$ cat config.mk
export PLATFORM = sky130hd
export DESIGN_NAME = pgw_walker
export DESIGN_NICKNAME = d
export VERILOG_FILES = /design/src/rtl/pgw_pkg.sv /design/src/rtl/pgw_walker.sv
export SDC_FILE = /design/constraint.sdc
export NUM_CORES = 1
export LEC_CHECK = 0
export ABC_AREA = 1
export BUFFER_PORTS_ARGS = -buffer_cell sky130_fd_sc_hd__buf_2
export CORE_MARGIN = 2
export CORE_UTILIZATION = 64
export CTS_CLUSTER_DIAMETER = 80
export CTS_CLUSTER_SIZE = 24
export DETAILED_ROUTE_END_ITERATION = 16
export PLACE_DENSITY_LB_ADDON = 0.3
export SLEW_MARGIN = 30
export SYNTH_ARGS = -nofsm -noshare
export SYNTH_HDL_FRONTEND = slang
export SYNTH_SLANG_ARGS = --single-unit
$ cat constraint.sdc
create_clock -name pclk -period 6.5 [get_ports pclk]
set_input_delay 1.3 -clock pclk [delete_from_list [all_inputs] [get_ports pclk]]
set_output_delay 1.3 -clock pclk [all_outputs]
set_load 0.05 [all_outputs]
$ cat src/rtl/pgw_pkg.sv
// Summary of operation
// - Flag update ordered before triggering access
// - Access waits until flag update visible
// - Flags are only set, never cleared
// - Leaf at either level; megapage aligned
// - Reservation set within one 4 KiB page
// - Walk only when translation active; root start
// - Entry address from index; read error faults
// - Invalid or reserved entry gives page fault
// - Pointer entry descends; below zero faults
// - Misaligned superpage gives page fault
// - User flag checked against privilege settings
// - Shadow stack violation gives access fault
// - Missing permission gives page fault
// - Fault-on-flags option faults instead of updating
// - Atomic compare-and-set update, restart on mismatch
// - Physical address formed from entry and offset
// - All table accesses use full entry width
// - Private read-only incoherent translation cache
// - Cache hit needs tag match plus space-tag match or global
// - Flag updates go to memory directly
// - Speculative walks: no dirty, no fault, fenced
// - Two 10-bit indices, 12-bit offset
// - Supervisor user access gated; never execute
package pgw_pkg;
  localparam logic [7:0] A_CTRL = 8'h00;
  localparam logic [7:0] A_CMD  = 8'h04;
  localparam logic [7:0] A_ROOT = 8'h08;
  localparam logic [7:0] A_ADDRESS_SPACE_TAG = 8'h0c;
  localparam logic [7:0] A_VA   = 8'h10;
  localparam logic [7:0] A_STAT = 8'h14;
  localparam logic [7:0] A_PA   = 8'h18;
  localparam int C_STORE = 0;
  localparam int C_EXEC  = 1;
  localparam int C_SUM   = 2;
  localparam int C_MXR   = 3;
  localparam int C_FOF   = 4;
  localparam int C_SPEC  = 5;
  localparam int C_SS    = 6;
  localparam int C_PRIV  = 8;
  localparam logic [9:0] CTRL_RST = 10'h300;
  localparam logic [1:0] PRIV_U = 2'h0;
  localparam logic [1:0] PRIV_S = 2'h1;
  localparam logic [1:0] PRIV_M = 2'h3;
  localparam int K_START = 0;
  localparam int K_FENCE = 1;
  localparam int S_BUSY = 0;
  localparam int S_DONE = 1;
  localparam int S_PF   = 2;
  localparam int S_AF   = 3;
  localparam int S_DROP = 4;
  localparam int P_V = 0;
  localparam int P_R = 1;
  localparam int P_W = 2;
  localparam int P_X = 3;
  localparam int P_U = 4;
  localparam int P_G = 5;
  localparam int P_A = 6;
  localparam int P_D = 7;
  localparam logic [1:0] LVL_TOP = 2'h1;
  localparam int CE_N = 4;
  typedef enum logic [2:0] {PGW_IDLE, PGW_RD, PGW_WRD, PGW_CHK, PGW_WUPD} pgw_st_t;
  typedef struct packed {
    logic        valid;
    logic        write;
    logic [33:0] addr;
    logic [31:0] wdata;
    logic [31:0] cmp;
  } pgw_mem_req_t;
  typedef struct packed {
    logic        valid;
    logic        err;
    logic        match;
    logic [31:0] rdata;
  } pgw_mem_rsp_t;
  typedef struct packed {
    logic        v;
    logic [8:0]  address_space_tag;
    logic        g;
    logic [33:0] tag;
    logic [31:0] pte;
  } pgw_ce_t;
endpackage

$ cat src/rtl/pgw_walker.sv
`timescale 1ns/1ps
`default_nettype none
module pgw_walker
  import pgw_pkg::*;
(
  // Clock and reset
  input  wire logic         pclk,
  input  wire logic         presetn,
  // APB slave
  input  wire logic         psel,
  input  wire logic         penable,
  input  wire logic         pwrite,
  input  wire logic [7:0]   paddr,
  input  wire logic [31:0]  pwdata,
  output logic [31:0]       prdata,
  output logic              pready,
  output logic              pslverr,
  // Table memory port
  output pgw_mem_req_t      mem_req,
  input  wire pgw_mem_rsp_t mem_rsp
);

  typedef struct packed {
    pgw_st_t              st;
    logic [1:0]           lvl;
    logic [31:0]          va;
    logic [33:0]          pa_e;
    logic [31:0]          pte;
    logic [9:0]           ctrl;
    logic [9:0]           cs;
    logic [21:0]          root;
    logic [8:0]           address_space_tag;
    logic [8:0]           address_space_tag_s;
    logic [31:0]          vreg;
    logic [4:0]           stat;
    logic [21:0]          ppn;
    logic                 nocache;
    logic                 fenced;
    logic [1:0]           rr;
    pgw_ce_t [CE_N-1:0]   ce;
    logic                 pready;
    logic                 pslverr;
    logic [31:0]          prdata;
    pgw_mem_req_t         req;
  } pgw_state_t;

  pgw_state_t  q;
  pgw_state_t  d;
  logic        hit;
  logic [31:0] hpte;
  logic        f_pf;
  logic        f_af;
  logic        f_ok;
  logic [31:0] p;
  logic        st_k;

  function automatic logic [9:0] vpn(input logic [31:0] va, input logic [1:0] lvl);
    vpn = (lvl == LVL_TOP) ? va[31:22] : va[21:12];
  endfunction

  function automatic logic [33:0] ptaddr(input logic [21:0] ppn, input logic [9:0] idx);
    ptaddr = {ppn, idx, 2'h0};
  endfunction

  function automatic logic mapped(input logic [7:0] a);
    mapped = (a == A_CTRL) || (a == A_CMD) || (a == A_ROOT) || (a == A_ADDRESS_SPACE_TAG) ||
             (a == A_VA) || (a == A_STAT) || (a == A_PA);
  endfunction

  assign prdata  = q.prdata;
  assign pready  = q.pready;
  assign pslverr = q.pslverr;
  assign mem_req = q.req;

  always_comb begin
    d    = q;
    hit  = 1'b0;
    hpte = 32'h0;
    f_pf = 1'b0;
    f_af = 1'b0;
    f_ok = 1'b0;
    p    = q.pte;
    st_k = q.cs[C_STORE] && !q.cs[C_EXEC];
    // Last matching entry wins; duplicates are harmless
    for (int k = 0; k < CE_N; k++) begin
      if (q.ce[k].v && q.ce[k].tag == q.pa_e && (q.ce[k].address_space_tag == q.address_space_tag_s || q.ce[k].g)) begin
        hit  = 1'b1;
        hpte = q.ce[k].pte;
      end
    end

    case (q.st)
      PGW_IDLE: begin
      end
      PGW_RD: begin
        // After a failed compare the cached copy is stale, so go to memory
        if (hit && !q.nocache) begin
          d.pte = hpte;
          d.st  = PGW_CHK;
        end else begin
          d.req.valid = 1'b1;
          d.req.write = 1'b0;
          d.req.addr  = q.pa_e;
          d.st        = PGW_WRD;
        end
      end
      PGW_WRD: begin
        if (mem_rsp.valid) begin
          d.req.valid = 1'b0;
          if (mem_rsp.err) begin
            f_af = 1'b1;
          end else begin
            d.pte = mem_rsp.rdata;
            d.st  = PGW_CHK;
            if (!q.fenced) begin
              d.ce[q.rr] = '{v: 1'b1, address_space_tag: q.address_space_tag_s, g: mem_rsp.rdata[P_G], tag: q.pa_e, pte: mem_rsp.rdata};
              d.rr       = q.rr + 2'h1;
            end
          end
        end
      end
      PGW_CHK: begin
        if (!p[P_V] || (!p[P_R] && p[P_W])) begin
          f_pf = 1'b1;
        end else if (!p[P_R] && !p[P_X]) begin
          // Pointer entry: D/A/U are reserved here
          if (p[P_D] || p[P_A] || p[P_U]) begin
            f_pf = 1'b1;
          end else if (q.lvl == 2'h0) begin
            f_pf = 1'b1;
          end else begin
            d.lvl     = q.lvl - 2'h1;
            d.pa_e    = ptaddr(p[31:10], vpn(q.va, q.lvl - 2'h1));
            d.nocache = 1'b0;
            d.st      = PGW_RD;
          end
        end else if (q.lvl != 2'h0 && p[19:10] != 10'h0) begin
          f_pf = 1'b1;
        end else if ((q.cs[C_PRIV +: 2] == PRIV_U && !p[P_U]) ||
                     (q.cs[C_PRIV +: 2] == PRIV_S && p[P_U] && (!q.cs[C_SUM] || q.cs[C_EXEC]))) begin
          f_pf = 1'b1;
        end else if (q.cs[C_SS] && (!p[P_W] || p[P_X])) begin
          f_af = 1'b1;
        end else if (q.cs[C_EXEC] ? !p[P_X] :
                     st_k ? !p[P_W] : !(p[P_R] || (q.cs[C_MXR] && p[P_X]))) begin
          f_pf = 1'b1;
        end else if (!p[P_A] || (st_k && !p[P_D])) begin
          if (q.cs[C_FOF]) begin
            f_pf = 1'b1;
          end else if (q.cs[C_SPEC]) begin
            f_pf = 1'b1;
          end else begin
            // Only ones are OR'd in, so no flag can drop
            d.req.valid = 1'b1;
            d.req.write = 1'b1;
            d.req.addr  = q.pa_e;
            d.req.cmp   = p;
            d.req.wdata = p | (32'h1 << P_A) | ({31'h0, st_k} << P_D);
            d.st        = PGW_WUPD;
          end
        end else begin
          f_ok = 1'b1;
        end
      end
      PGW_WUPD: begin
        // Success is reported only once memory has accepted the update
        if (mem_rsp.valid) begin
          d.req.valid = 1'b0;
          if (mem_rsp.err) begin
            f_af = 1'b1;
          end else if (mem_rsp.match) begin
            d.pte = q.req.wdata;
            f_ok  = 1'b1;
          end else begin
            d.nocache = 1'b1;
            d.st      = PGW_RD;
          end
        end
      end
      default: begin
        d.st = PGW_IDLE;
      end
    endcase

    if (f_pf || f_af || f_ok) begin
      d.st           = PGW_IDLE;
      d.stat[S_BUSY] = 1'b0;
      d.stat[S_DONE] = 1'b1;
      if (q.cs[C_SPEC] && !f_ok) begin
        d.stat[S_DROP] = 1'b1;
      end else begin
        d.stat[S_PF] = f_pf;
        d.stat[S_AF] = f_af;
      end
      if (f_ok) begin
        // Page-granular result keeps any reservation inside one base page
        d.ppn = (q.lvl == LVL_TOP) ? {d.pte[31:20], q.va[21:12]} : d.pte[31:10];
      end
    end

    d.pready = 1'b0;
    if (psel && penable && !q.pready) begin
      d.pready  = 1'b1;
      d.pslverr = !mapped(paddr);
      case (paddr)
        A_CTRL:  d.prdata = {22'h0, q.ctrl};
        A_ROOT:  d.prdata = {10'h0, q.root};
        A_ADDRESS_SPACE_TAG:  d.prdata = {23'h0, q.address_space_tag};
        A_VA:    d.prdata = q.vreg;
        A_STAT:  d.prdata = {27'h0, q.stat};
        A_PA:    d.prdata = {10'h0, q.ppn};
        default: d.prdata = 32'h0;
      endcase
    end
    if (psel && penable && q.pready && pwrite) begin
      case (paddr)
        A_CTRL: d.ctrl = pwdata[9:0];
        A_ROOT: d.root = pwdata[21:0];
        A_ADDRESS_SPACE_TAG: d.address_space_tag = pwdata[8:0];
        A_VA:   d.vreg = pwdata;
        A_CMD: begin
          // Start is dropped while busy or while machine mode owns the hart
          if (pwdata[K_START] && q.st == PGW_IDLE && q.ctrl[C_PRIV +: 2] != PRIV_M) begin
            d.st      = PGW_RD;
            d.lvl     = LVL_TOP;
            d.va      = q.vreg;
            d.cs      = q.ctrl;
            d.address_space_tag_s  = q.address_space_tag;
            d.pa_e    = ptaddr(q.root, vpn(q.vreg, LVL_TOP));
            d.stat    = 5'h1;
            d.nocache = 1'b0;
            d.fenced  = 1'b0;
          end
          if (pwdata[K_FENCE]) begin
            for (int k = 0; k < CE_N; k++) begin
              d.ce[k].v = 1'b0;
            end
            d.fenced = (d.st != PGW_IDLE);
          end
        end
        default: begin
        end
      endcase
    end
  end

  always_ff @(posedge pclk or negedge presetn) begin
    if (!presetn) begin
      q      <= '0;
      q.st   <= PGW_IDLE;
      q.ctrl <= CTRL_RST;
    end else begin
      q <= d;
    end
  end
endmodule
`default_nettype wire
==> qor.yml, run 1 <==
vias_per_cell: 5.800
cellPowerDensity_nw_per_um2: 307.6
cts_sinks: 621
dp.cells: 4686
cts_buffers: 34
clk_pin_slew_ns: 0.09
multiInputGateArea_um2: 12640
clockRootBuffer: "clkbuf_16"
start_kind: "flip-flop"
cts_post_setup_buffers_inserted: 0
start_util_pct: 64.60
grt_pass1_vias: 25000
grt_start_max_net_pins: 190
synth_compound_area_share_pct: 13.60
cts_buffer_depth: 3
final_nets: 4143
slew-limit-headroom_pct: 34.39
grt_pass1_wl_um: 144200
grt_use_total_pct: 37.20
worst_pin_slew_ns: 0.9842
rsz0062_at_grt: "false"
min_from: "prdata[17]$_DFFE_PN0P_"
die_height_um: 226.0
netlist_area_um2: 31560
drive_gt1_share_pct: 9.953
synth_area_leaders: "dfrtp_1 (49%), nand2_1 (16%), o21ai_0 (8.2%)"
fmax_mhz: 228.2
reg2reg_depth: 12
async_reset_ff_share_pct: 100.0
ant_nets: 0
postRouteWirelength_um: 93620
end_kind: "flip-flop"
core_area_um2: 48850
drc: 0
vias: 27510
synth_seq_area_share_pct: 49.25
syn_to_final_growth_pct: 4.742
layout.cells.non_filler: 4744
path_buf_inv: 1
die_area_um2: 51100
antenna_found_initial: 0
finalClockSkew_ns: 0.01924
p_leak_uw: 0.01693
maxCapViolCount: 0
insertion_delay_ns: 0.60
yosysMostFrequentCell: "nand2_1"
path_cells: "xnor2_1 -> nand3_1 -> nor2_1 -> nand2_1 -> nor2_4 -> nand3_2 -> nand4_2 -> nand3_4 -> nand3_2 -> buf_4 -> nand2_1 -> o21ai_1"
synth_warnings: 0
netlist_instances: 4102
ctsResizeCount: 0
gr-total-overflow: 0
status: "complete, no violations"
synth_top_cell_area_share_pct: 49.09
critical_path_required_ns: 7.02
yosys-top-cells-count: "nand2_1 (1341), dfrtp_1 (619), o21ai_0 (516), inv_1 (371), nor2_1 (263)"
tritoncts: "yes"
cpPeakStageDelay_ns: 0.71
fin_tns_setup_ns: 0
hold_viol_final: 0
cp_top_family: "simple AND/OR/NAND/NOR gates"
hpwl_um: 68000
path_max_fanout: 30
vdd_ir_drop_max_v: 0.0002312
num_rows: 81
period_needed_ns: 4.383
yosys.area.top_type: "dfrtp_1"
avgRoutedWirePerCell_um: 19.73
seqCellArea_um2: 15540
die_x_um: 226.0
ys_seq_elements: 621
worstHoldPathType: "reg -> reg"
ys_types: 56
synth_mux_area_share_pct: 0.3569
n_fill_cell: 4181
place_congestion: 0.9873
crit_arrival_ns: 4.90
synth.net_count: 4186
setup_viol: 0
synth_edf_count: 0
synth_xor_area_share_pct: 1.416
cts_hold_buf: 0
synth-adder-area-share_pct: 0.1586
synth_top_family_by_area: "simple AND/OR/NAND/NOR gates"
cts_max_level: 2
drt_iter0_drc: 3316
path_class: "reg -> reg"
port_buffers: 213
post-route-period-util_pct: 67.43
hold_depth: 2
yosys.area_share.simple_pct: 24.31
pin_count: 214
slowest_stage: "nand3_2"
r2r_slack_ns: 2.12
dr.pass1.iters: 6
ys.flop_type: "dfrtp_1"
r2r-start: "q[607]$_DFF_PN0_"
timing.rr.end: "mem_req[74]$_DFFE_PN0P_"
finalMaxSlewViolations: 0
hold_end: "prdata[17]$_DFFE_PN0P_"
synth.avg_cell_area_um2: 7.693
==> cells in the final DEF (no fill, tap or decap), drive strengths merged, types with 11 or more instances in the layout <==
cell | synthesis | final
o21ai | 568 | 568
a31oi | 22 | 22
or2 | 18 | 18
o22ai | 34 | 34
nor2 | 277 | 277
a21oi | 107 | 107
nand3 | 110 | 110
buf | 193 | 240
clkbuf | 126 | 47
nand4 | 66 | 66
inv | 414 | 418
xor2 | 17 | 17
clkinv | 13 | 16
nand3b | 16 | 16
nor3 | 28 | 28
o211ai | 31 | 31
a221oi | 11 | 11
xnor2 | 34 | 34
dfrtp | 619 | 619
nand2 | 1352 | 1352
==> cells by family after synthesis <==
family / after synthesis
DFF: 621
AOI/OAI and AO/OA: 798
adders and majority gates: 4
muxes: 10
buffers and inverters: 746
and+or+nand+nor: 1872
xor gates and xnor gates: 51
==> worst min-delay path, stage by stage, from the launching register on <==
cell and delay, ns:
dfrtp_1 0.35, nand2_1 0.05, nand2_1 0.06
==> metal layers <==
metal  wire [µm]  vias up  part of all wire (%)  GRT usage [%]
li1            -    12860                     -              -
met1       36960    12970                    39          50.82
met2       42400     1405                    45          57.59
met3        9041      280                   9.7          6.674
met4        5210        0                   5.6          18.61
met5           0        -                     0              0
==> report_power, final <==
group | switching (µW) | internal, µW | leakage [µW] | total (µW)
Clock | 1350 | 1140 | 0.000538 | 2490
Sequential | 534 | 4440 | 0.00822 | 4980
Combinational | 1870 | 835 | 0.00818 | 2700
Total | 3750 | 6420 | 0.0169 | 10200
==> through the flow <==
stage          hold slack (ns)  worst slack, ns  cell area (µm²)  util, %  power, µW
5_1_grt                 0.4925            1.784            33050    67.66      10690
4_1_cts                 0.4830            2.173            33000    67.55      10120
6_report                0.4828            2.117            33050    67.66      10170
3_5_place_dp            0.4624            1.957            31890    65.29       7676
3_3_place_gp            0.4576            2.081            31890    65.29       7582
2_1_floorplan           0.4422            3.602            31560        -       6837
==> cell type report <==
class                           instances  area share (%)
Sequential cell                       621           47.02
Multi-Input combinational cell       2735           38.24
Inverter                              427           4.849
Timing Repair Buffer                  240           4.028
Clock buffer                           47           3.006
Tap cell                              664           2.514
Clock inverter                          9          0.3331
Antenna cell                            1        0.007571
==> worst max-delay path by stage <==
| stage | from | to | slack (ns) | cells after the start |
|---|---|---|---|---|
| floorplan | paddr[7] | q[612]$_DFF_PN0_ | 3.60 | 10 |
| global placement | mem_rsp[34] | flip-flop | 2.08 | 12 |
| detailed placement | mem_rsp[34] | flip-flop | 1.96 | 12 |
| CTS | q[607]$_DFF_PN0_ | mem_req[74]$_DFFE_PN0P_ | 2.17 | 12 |
| global route | q[608]$_DFF_PN0_ | mem_req[72]$_DFFE_PN0P_ | 1.78 | 13 |
| finish | q[607]$_DFF_PN0_ | mem_req[74]$_DFFE_PN0P_ | 2.12 | 12 |
(Power assumes the default switching activity.)
==> run 2, diff against run 1 <==
--- a/config.mk
+++ b/config.mk
@@ -8,7 +8,7 @@
 export ABC_AREA = 1
 export BUFFER_PORTS_ARGS = -buffer_cell sky130_fd_sc_hd__buf_2
 export CORE_MARGIN = 2
-export CORE_UTILIZATION = 64
+export CORE_UTILIZATION = 61
 export CTS_CLUSTER_DIAMETER = 80
 export CTS_CLUSTER_SIZE = 24
 export DETAILED_ROUTE_END_ITERATION = 16
==> constraint.sdc (replaced) <==
create_clock -name pclk -period 4.4 [get_ports pclk]
set_input_delay 0.88 -clock pclk [delete_from_list [all_inputs] [get_ports pclk]]
set_output_delay 0.88 -clock pclk [all_outputs]
set_load 0.05 [all_outputs]
==> qor.yml, run 2 (synthesized netlist as in run 1, its figures left out) <==
status: "complete, no violations"
top_layer_used: "met5"
dr.pass1.iters: 7  # +1
drc: 0  # unchanged
grt_pass1_wl_um: 153700  # +6.6%
die_height_um: 231.4  # +2.4%
cts_hold_buf: 0  # unchanged
grt_use_total_pct: 37.65  # +0.45 points
holdWs_ns: 0.1545  # -0.3283 ns
ant_nets: 0  # unchanged
start_kind: "flip-flop"
vias: 27800  # +1.0%
finalMaxSlewViolations: 0  # unchanged
mostFrequentLayoutCells: "nand2_1 (1337), dfrtp_1 (619), o21ai_0 (516)"
r2r_slack_ns: 0.59  # -1.53 ns
slew-limit-headroom_pct: 32.04  # -2.3 points
post-route-period-util_pct: 86.56  # +19 points
start_util_pct: 61.63  # -3.0 points
num_rows: 83  # +2.5%
path_max_fanout: 28  # -6.7%
seqCellArea_um2: 15540  # unchanged
fin_tns_setup_ns: 0  # unchanged
syn_to_final_growth_pct: 6.059
mostFrequentLayoutCell: "nand2_1"
multiInputGateArea_um2: 12620  # -0.13%
tritoncts: "yes"
pin_count: 214  # unchanged
cts_buffer_depth: 3  # unchanged
worst_pin_slew_ns: 1.014  # +0.02972 ns
cts_buffers: 35  # +2.9%
r2r-start: "q[610]$_DFF_PN0_"
timing.rr.end: "mem_req[64]$_DFFE_PN0P_"
crit_arrival_ns: 4.33  # -0.57 ns
path_class: "reg -> reg"
cts_sinks: 621  # unchanged
port_buffers: 213  # unchanged
total_power_uw: 15260  # +50%
gr-total-overflow: 0  # unchanged
drive_gt1_share_pct: 10.69  # +0.73 points
finalClockSkew_ns: 0.04013  # +0.02088 ns
grt_pass1_vias: 25830  # +3.3%
hpwl_um: 73140  # +7.6%
place_congestion: 1.025  # +3.8%
drt_iter0_drc: 3661  # +10%
startpoint: "q[610]$_DFF_PN0_"
avgRoutedWirePerCell_um: 20.76  # +5.2%
insertion_delay_ns: 0.61  # about the same
die_x_um: 231.4  # +2.4%
setup_viol: 0  # unchanged
hold_viol_final: 0  # unchanged
ctsResizeCount: 0  # unchanged
vdd_ir_drop_max_v: 0.0003762  # +63%
cts_max_level: 2  # unchanged
antenna_found_initial: 4  # +4
crit_path_end: "mem_req[64]$_DFFE_PN0P_"
die_area_um2: 53560  # +4.8%
postRouteWirelength_um: 99650  # +6.4%
period_needed_ns: 3.809  # -0.5741 ns
grt_start_max_net_pins: 152  # -20%
maxCapViolCount: 0  # unchanged
core_area_um2: 51200  # +4.8%
clockRootBuffer: "clkbuf_16"
critical_path_required_ns: 4.92  # -2.10 ns
rsz0062_at_grt: "false"
cts_post_setup_buffers_inserted: 0  # unchanged
reg2reg_depth: 15  # +3
vias_per_cell: 5.793  # -0.12%
m1WireLength_um: 40290  # +9.0%
p_leak_uw: 0.01715  # +1.3%
fmax_mhz: 262.6  # +15%
end_kind: "flip-flop"
final_nets: 4175  # +0.77%
clk_pin_slew_ns: 0.11  # +0.02 ns
dr_wl_met2_um: 45140  # +6.5%
n_fill_cell: 4404  # +5.3%
worstHoldPathType: "in -> async"
cellPowerDensity_nw_per_um2: 456.0  # +48%
met3_length_um: 9144  # +1.1%
[run 2: through the flow]
step           utilization [%]  instance area [µm²]  instances  worst slack, ns
2_1_floorplan                -                31560       4102            1.922
3_3_place_gp             63.06                32280       4733           0.8447
3_5_place_dp             63.06                32280       4733           0.7751
4_1_cts                  65.30                33430       4796           0.7088
5_1_grt                  65.36                33460       4797           0.3878
6_report                 65.37                33470       4799           0.5913
[run 2: area by class of cell]
type | instances | area share (%)
inverter | 427 | 4.789
clock buffer | 48 | 2.856
multi-input combinational | 2735 | 37.71
tap | 680 | 2.542
sequential | 621 | 46.44
timing repair buffer | 271 | 5.062
antenna | 2 | 0.01495
clock inverter | 15 | 0.5795
[run 2: worst min path at each step]
stage | start | to | slack (ns) | cells after the start
global route | presetn | mem_req[32]$_DFFE_PN0P_ | 0.16 | 1
floorplan | p[5]$_DFFE_PN0P_ | mem_req[37]$_DFFE_PN0P_ | 0.44 | 2
global placement | p[5]$_DFFE_PN0P_ | mem_req[37]$_DFFE_PN0P_ | 0.46 | 2
detailed placement | prdata[17]$_DFFE_PN0P_ | prdata[17]$_DFFE_PN0P_ | 0.47 | 2
CTS | presetn | asynchronous set/reset pin | 0.41 | 1
finish | presetn | mem_req[32]$_DFFE_PN0P_ | 0.15 | 1
[run 2: worst max-delay path, stage by stage, from the launching register on]
cell	delay (ns)
dfrtp_1	0.62
inv_2	0.21
nand2_1	0.13
nand2_1	0.06
inv_1	0.05
nand3_1	0.06
nor2_1	0.10
nand2_1	0.08
nor2_1	0.10
nand3_1	0.56
nand4_2	0.38
nand3_4	0.29
nand3_2	0.62
buf_12	0.25
nand2_1	0.06
o21ai_1	0.09
[run 2: per-layer routing]
layer	track usage (%)	vias to the layer above
li1	-	12930
met1	52.34	13230
met2	58.31	1342
met3	6.373	296
met4	16.90	6
met5	0	-
[run 2: report_power, final]
group / leakage (µW) / internal [µW] / switching, µW / total, µW
registers: 0.00822 / 6560 / 814 / 7380
logic: 0.00838 / 1300 / 2800 / 4100
clock network: 0.000552 / 1710 / 2070 / 3780
